### config.mk
export PLATFORM = sky130hd
export DESIGN_NAME = mxc_regs
export DESIGN_NICKNAME = d
export VERILOG_FILES = /design/src/design/mxc_pkg.sv /design/src/design/mxc_regs.sv
export SDC_FILE = /design/constraint.sdc
export NUM_CORES = 1
export LEC_CHECK = 0
export BUFFER_PORTS_ARGS = -buffer_cell sky130_fd_sc_hd__buf_2
export CORE_MARGIN = 5
export CORE_UTILIZATION = 30
export CTS_BUF_LIST = sky130_fd_sc_hd__clkbuf_4 sky130_fd_sc_hd__clkbuf_8
export DETAILED_ROUTE_END_ITERATION = 8
export PLACE_DENSITY = 0.84
export SYNTH_ARGS = -nofsm -noshare
export SYNTH_HDL_FRONTEND = slang
export SYNTH_SLANG_ARGS = --single-unit
### constraint.sdc
create_clock -name core_clk -period 3.88 [get_ports core_clk]
set_clock_uncertainty 0.2 [all_clocks]
set_input_delay 0.776 -clock core_clk [delete_from_list [all_inputs] [get_ports core_clk]]
set_output_delay 0.776 -clock core_clk [all_outputs]
set_load 0.01 [all_outputs]
### src/design/mxc_pkg.sv
// How it works
// - msix enabled and msi disabled: messages allowed, legacy intx pin held off
// - msix enable clear: no msix message is ever issued
// - msix enable is read/write and resets to zero
// - function mask set masks every vector; clear lets per-vector masks decide
// - writing function mask never changes per-vector mask bits
// - function mask is read/write and resets to zero
// - control bits 13 to 11 read zero and ignore writes
// - table size field reads constant one, a two-entry table
// - table locator bits 31 to 3 give read-only table offset
// - table indicator bits 2 to 0 select base register, 6 and 7 reserved
// - indicator points at the base register at configuration offset 20h
// - pending locator bits 31 to 3 give read-only pending-array offset
// - pending indicator uses the same encoding as the table indicator
// - msi enable is bit 0 of msi control; msi also turns intx off
// - each vector mask bit resets set, so vectors start masked
package mxc_pkg;
   localparam int mxc_vec_n = 2;
   localparam logic [7:0] mxc_cap_off = 8'h00;
   localparam logic [7:0] mxc_tbl_off = 8'h04;
   localparam logic [7:0] mxc_pba_off = 8'h08;
   localparam int mxc_en_bit = 15;
   localparam int mxc_fm_bit = 14;
   localparam int mxc_msi_en_bit = 0;
   localparam logic [10:0] mxc_tbl_size = 11'h001;
   localparam logic [2:0] mxc_rsvd_bits = 3'h0;
   localparam logic [2:0] mxc_bir_sel = 3'h4;
   localparam logic [28:0] mxc_tbl_qw = 29'h0000000;
   localparam logic [28:0] mxc_pba_qw = 29'h0000100;
   localparam logic [7:0] mxc_cap_id = 8'h11;
   localparam logic [7:0] mxc_next_ptr = 8'h00;
endpackage

### src/design/mxc_regs.sv
`timescale 1ns/1ps
module mxc_regs
   import mxc_pkg::*;
(
   input wire logic core_clk,
   input wire logic sys_rst,
   input wire logic cfg_wr,
   input wire logic cfg_rd,
   input wire logic [7:0] cfg_addr,
   input wire logic [31:0] cfg_wdata,
   input wire logic [3:0] cfg_be,
   output logic [31:0] cfg_rdata,
   input wire logic msi_enable,
   input wire logic intx_req,
   output logic intx_drive,
   input wire logic [mxc_vec_n-1:0] vec_mask_wr,
   input wire logic [mxc_vec_n-1:0] vec_mask_val,
   output logic [mxc_vec_n-1:0] vec_mask,
   input wire logic [mxc_vec_n-1:0] vec_req,
   output logic [mxc_vec_n-1:0] vec_pending,
   output logic [mxc_vec_n-1:0] msg_send,
   output logic msix_enable,
   output logic func_mask
);
   ////////////////////////////////////////////////////////////////
   logic en_r;
   logic fm_r;
   logic [mxc_vec_n-1:0] vmask_r;
   logic [mxc_vec_n-1:0] pend_r;
   logic [mxc_vec_n-1:0] send_r;
   logic [31:0] rdata_r;
   logic cap_hit;
   logic fire_ok;
   logic [31:0] rd_word;

   assign cap_hit = cfg_addr == mxc_cap_off;
   // msi wins over msix; either one keeps intx quiet
   assign fire_ok = en_r && !msi_enable && !fm_r;

   ////////////////////////////////////////////////////////////////
   // byte lane 3 holds control bits 15:8; rsvd 13:11 never stored
   always_ff @(posedge core_clk) begin
      if (sys_rst) begin
         en_r <= 1'b0;
         fm_r <= 1'b0;
      end else if (cfg_wr && cap_hit && cfg_be[3]) begin
         en_r <= cfg_wdata[16 + mxc_en_bit];
         fm_r <= cfg_wdata[16 + mxc_fm_bit];
      end
   end

   // vector masks have their own write path, untouched by fm writes
   always_ff @(posedge core_clk) begin
      if (sys_rst) begin
         vmask_r <= '1;
      end else begin
         for (int i = 0; i < mxc_vec_n; i++) begin
            if (vec_mask_wr[i]) begin
               vmask_r[i] <= vec_mask_val[i];
            end
         end
      end
   end

   ////////////////////////////////////////////////////////////////
   // a new request goes out at once if allowed, else is held pending; a held one goes out once allowed
   always_ff @(posedge core_clk) begin
      if (sys_rst) begin
         pend_r <= '0;
         send_r <= '0;
      end else begin
         for (int i = 0; i < mxc_vec_n; i++) begin
            if ((pend_r[i] || vec_req[i]) && fire_ok && !vmask_r[i]) begin
               send_r[i] <= 1'b1;
               pend_r[i] <= 1'b0;
            end else begin
               send_r[i] <= 1'b0;
               pend_r[i] <= pend_r[i] || vec_req[i];
            end
         end
      end
   end

   // intx is blocked while msi or msix is on
   always_ff @(posedge core_clk) begin
      if (sys_rst) begin
         intx_drive <= 1'b0;
      end else begin
         intx_drive <= intx_req && !msi_enable && !en_r;
      end
   end

   ////////////////////////////////////////////////////////////////
   always_comb begin
      rd_word = 32'h0000_0000;
      unique case (cfg_addr)
         mxc_cap_off: rd_word = {en_r, fm_r, mxc_rsvd_bits, mxc_tbl_size,
            mxc_next_ptr, mxc_cap_id};
         mxc_tbl_off: rd_word = {mxc_tbl_qw, mxc_bir_sel};
         mxc_pba_off: rd_word = {mxc_pba_qw, mxc_bir_sel};
         default: rd_word = 32'h0000_0000;
      endcase
   end

   always_ff @(posedge core_clk) begin
      if (sys_rst) begin
         rdata_r <= 32'h0000_0000;
      end else if (cfg_rd) begin
         rdata_r <= rd_word;
      end
   end

   assign cfg_rdata = rdata_r;
   assign vec_mask = vmask_r;
   assign vec_pending = pend_r;
   assign msg_send = send_r;
   assign msix_enable = en_r;
   assign func_mask = fm_r;
endmodule

==> impl_metrics.json <==
{
  "outcome": "finished clean",
  "hold_path_depth": 1,
  "n_fill_cell": 266,
  "setup_viol": 0,
  "gp_congestion": 0.633,
  "grt_antenna_before_repair": 0,
  "crit_buf_inv": 1,
  "p_clk_share_pct": 35.4,
  "io_buffers": 38,
  "wire_per_inst_um": 10.5,
  "crit_path_max_incr_delay_ps": 410,
  "grt_usage_pct": 8.64,
  "final_nets": 179,
  "worst-endpoint-arrival_ps": 850,
  "avgSynthCellArea_um2": 9.17,
  "grt_max_degree": 15,
  "p_int_uw": 220,
  "hold_path_class": "flop to flop",
  "crit_cells": 1,
  "drt_pass1_iterations": 4,
  "grt_pass1_wl_mm": 2.39,
  "vias": 616,
  "crit_required_ps": 2900,
  "syn_to_final_growth_pct": 18.5,
  "fmax_mhz": 547,
  "start_util_pct": 31.5,
  "clockBufferDepth": 2,
  "leakage_uw": 0.000455,
  "root_buffer": "clkbuf_4",
  "worstSetupPathType": "flop to output port",
  "dieArea_um2": 3720,
  "r2r_slack_ps": 2550,
  "worstPathMaxFanout": 5,
  "power_frac_seq_pct": 50.3,
  "postSynthCellCount": 85,
  "cts_resized": 0,
  "reg2regPathDepth": 2,
  "path_cells": "buf_2",
  "clock_latency_ps": 280,
  "grt-ovfl-total": 0,
  "worst_path_max_delay_cell": "dfxtp_1",
  "finalHoldViolations": 0,
  "tns_ps": 0,
  "cts.clk_slew.worst_paths_ps": 80,
  "fin_crit_ps": 1830,
  "postLayoutCellArea_um2": 923,
  "core_um2": 2480,
  "synth_cell_types": 21,
  "h-tree-depth": 1,
  "cts_hold_buf": 0,
  "ant_nets": 0,
  "synth_seq_cells": 14,
  "swShare_pct": 25.5,
  "dpl_cell_area_um2": 887,
  "cts_sinks": 14,
  "diodes": 0,
  "drtIter0Drc": 3,
  "grt_pass1_vias": 564,
  "finalWirelength_mm": 1.60,
  "irDropWorstVdd_v": 0.000144,
  "worstSetupStartpointType": "flop",
  "netlist_area_um2": 779,
  "drc_errors": 0,
  "min_period_over_period_pct": 47.1,
  "worstSetupEndpointType": "output port",
  "viasPerCell": 4.05,
  "die_h_um": 61.0,
  "io_pins": 97,
  "combPwrFrac_pct": 14.3,
  "post-dp-hpwl_mm": 1.35,
  "hold_ws_ps": 269,
  "post_cts_buffers": 0,
  "fp-row-count": 18,
  "max_cap_viol_count": 0,
  "ys_warn_count": 0,
  "finalPower_uw": 296,
  "die_x_um": 61.0,
  "rsz0062_at_grt": "no",
  "switchingPower_uw": 75.5,
  "path_delay_family": "flip-flops",
  "synth.yosys.seq_area_share_pct": 36.0,
  "powerDensity_nw_per_um2": 321,
  "cts_inserted_buffers": 3,
  "slew_viol_final": 0,
  "drive_gt1_share_pct": 37.7,
  "cts_tree": "yes"
}
-- metrics by stage --
stage	utilization (%)	setup WS [ps]	std cells
floorplan	-	2050	109
global placement	35.8	1790	148
detailed placement	35.8	1760	148
CTS	37.3	2020	152
global route	37.3	1960	152
finish	37.3	2050	152
-- logic make-up (layout without fill, tap and decap cells) --
kind of cell / after synthesis / after routing / synth area share, %
other cells: 1 / 25 / 0.481
simple gates: 29 / 29 / 25.5
buf+inv: 29 / 42 / 27.0
compound gates: 9 / 9 / 7.38
flops: 14 / 14 / 36.0
mux: 2 / 2 / 2.57
xor+xnor: 1 / 1 / 1.12
-- power by group through the flow --
stage / Combinational (uW) / Clock, uW / Sequential, uW
after floorplan: 40.5 / 0 / 154
after global placement: 41.6 / 0 / 152
final: 42.2 / 105 / 149
after CTS: 42.2 / 111 / 149
after detailed placement: 42.2 / 0 / 152
after global routing: 47.7 / 116 / 150
-- per-layer routing --
layer / up-vias / GRT usage (%) / share of wire (%)
met5: - / 0 / 0
met4: 0 / 6.50 / 1.3
met3: 2 / 0.851 / 13
met2: 48 / 13.0 / 45
met1: 258 / 11.4 / 41
li1: 308 / - / -
-- registers in the layout, summed over array words and instances, names as in the netlist --
register	count
cfg_rdata	5
func_mask	1
intx_drive	1
msg_send	2
msix_enable	1
vec_mask	2
vec_pending	2
-- cell usage after synthesis --
master    count  area share, %
clkbuf_1      2           0.96
a21oi_1       5            3.2
xor2_1        1            1.1
nand2b_1      9            7.2
nor4_4        1            2.7
nand3_1       1           0.64
dfxtp_1      14             36
o21bai_1      2            1.9
mux2i_1       2            2.6
nor4_2        1            1.6
nor4b_1       1            1.1
nor2_1        5            2.4
and4_4        1            1.4
a211o_1       2            2.2
and2b_2       1            1.1
nand4_1       4            3.2
conb_1        1           0.48
nor2b_1       2            1.6
buf_4        27             26
nor3_1        2            1.3
or3b_1        1            1.1
-- layout make-up --
type | instances | area [um2] | share of cell area (%)
Clock buffer | 4 | 36.3 | 3.93
Sequential cell | 14 | 280 | 30.4
Multi-Input combinational cell | 66 | 379 | 41.1
Timing Repair Buffer | 38 | 190 | 20.6
Tap cell | 30 | 37.5 | 4.07
-- layout by cell type (no fill, tap or decap), types with 2 or more instances in the layout --
| cell | count |
|---|---|
| clkbuf_4 | 3 |
| mux2i_1 | 2 |
| a21oi_1 | 5 |
| buf_2 | 38 |
| nor3_1 | 2 |
| nor2_1 | 5 |
| o21bai_1 | 2 |
| nand2b_1 | 9 |
| conb_1 | 25 |
| dfxtp_1 | 14 |
| a211o_1 | 2 |
| nor2b_1 | 2 |
| nand4_1 | 4 |
-- path summary, 6_finish.rpt --
kind	startpoint	endpoint
hold reg to reg	vec_mask[0]	msg_send[0]
hold / removal	vec_mask[0]	msg_send[0]
setup / recovery	msix_enable	msix_enable
setup reg to reg	msix_enable	msg_send[1]
(Power assumes the default switching activity.)
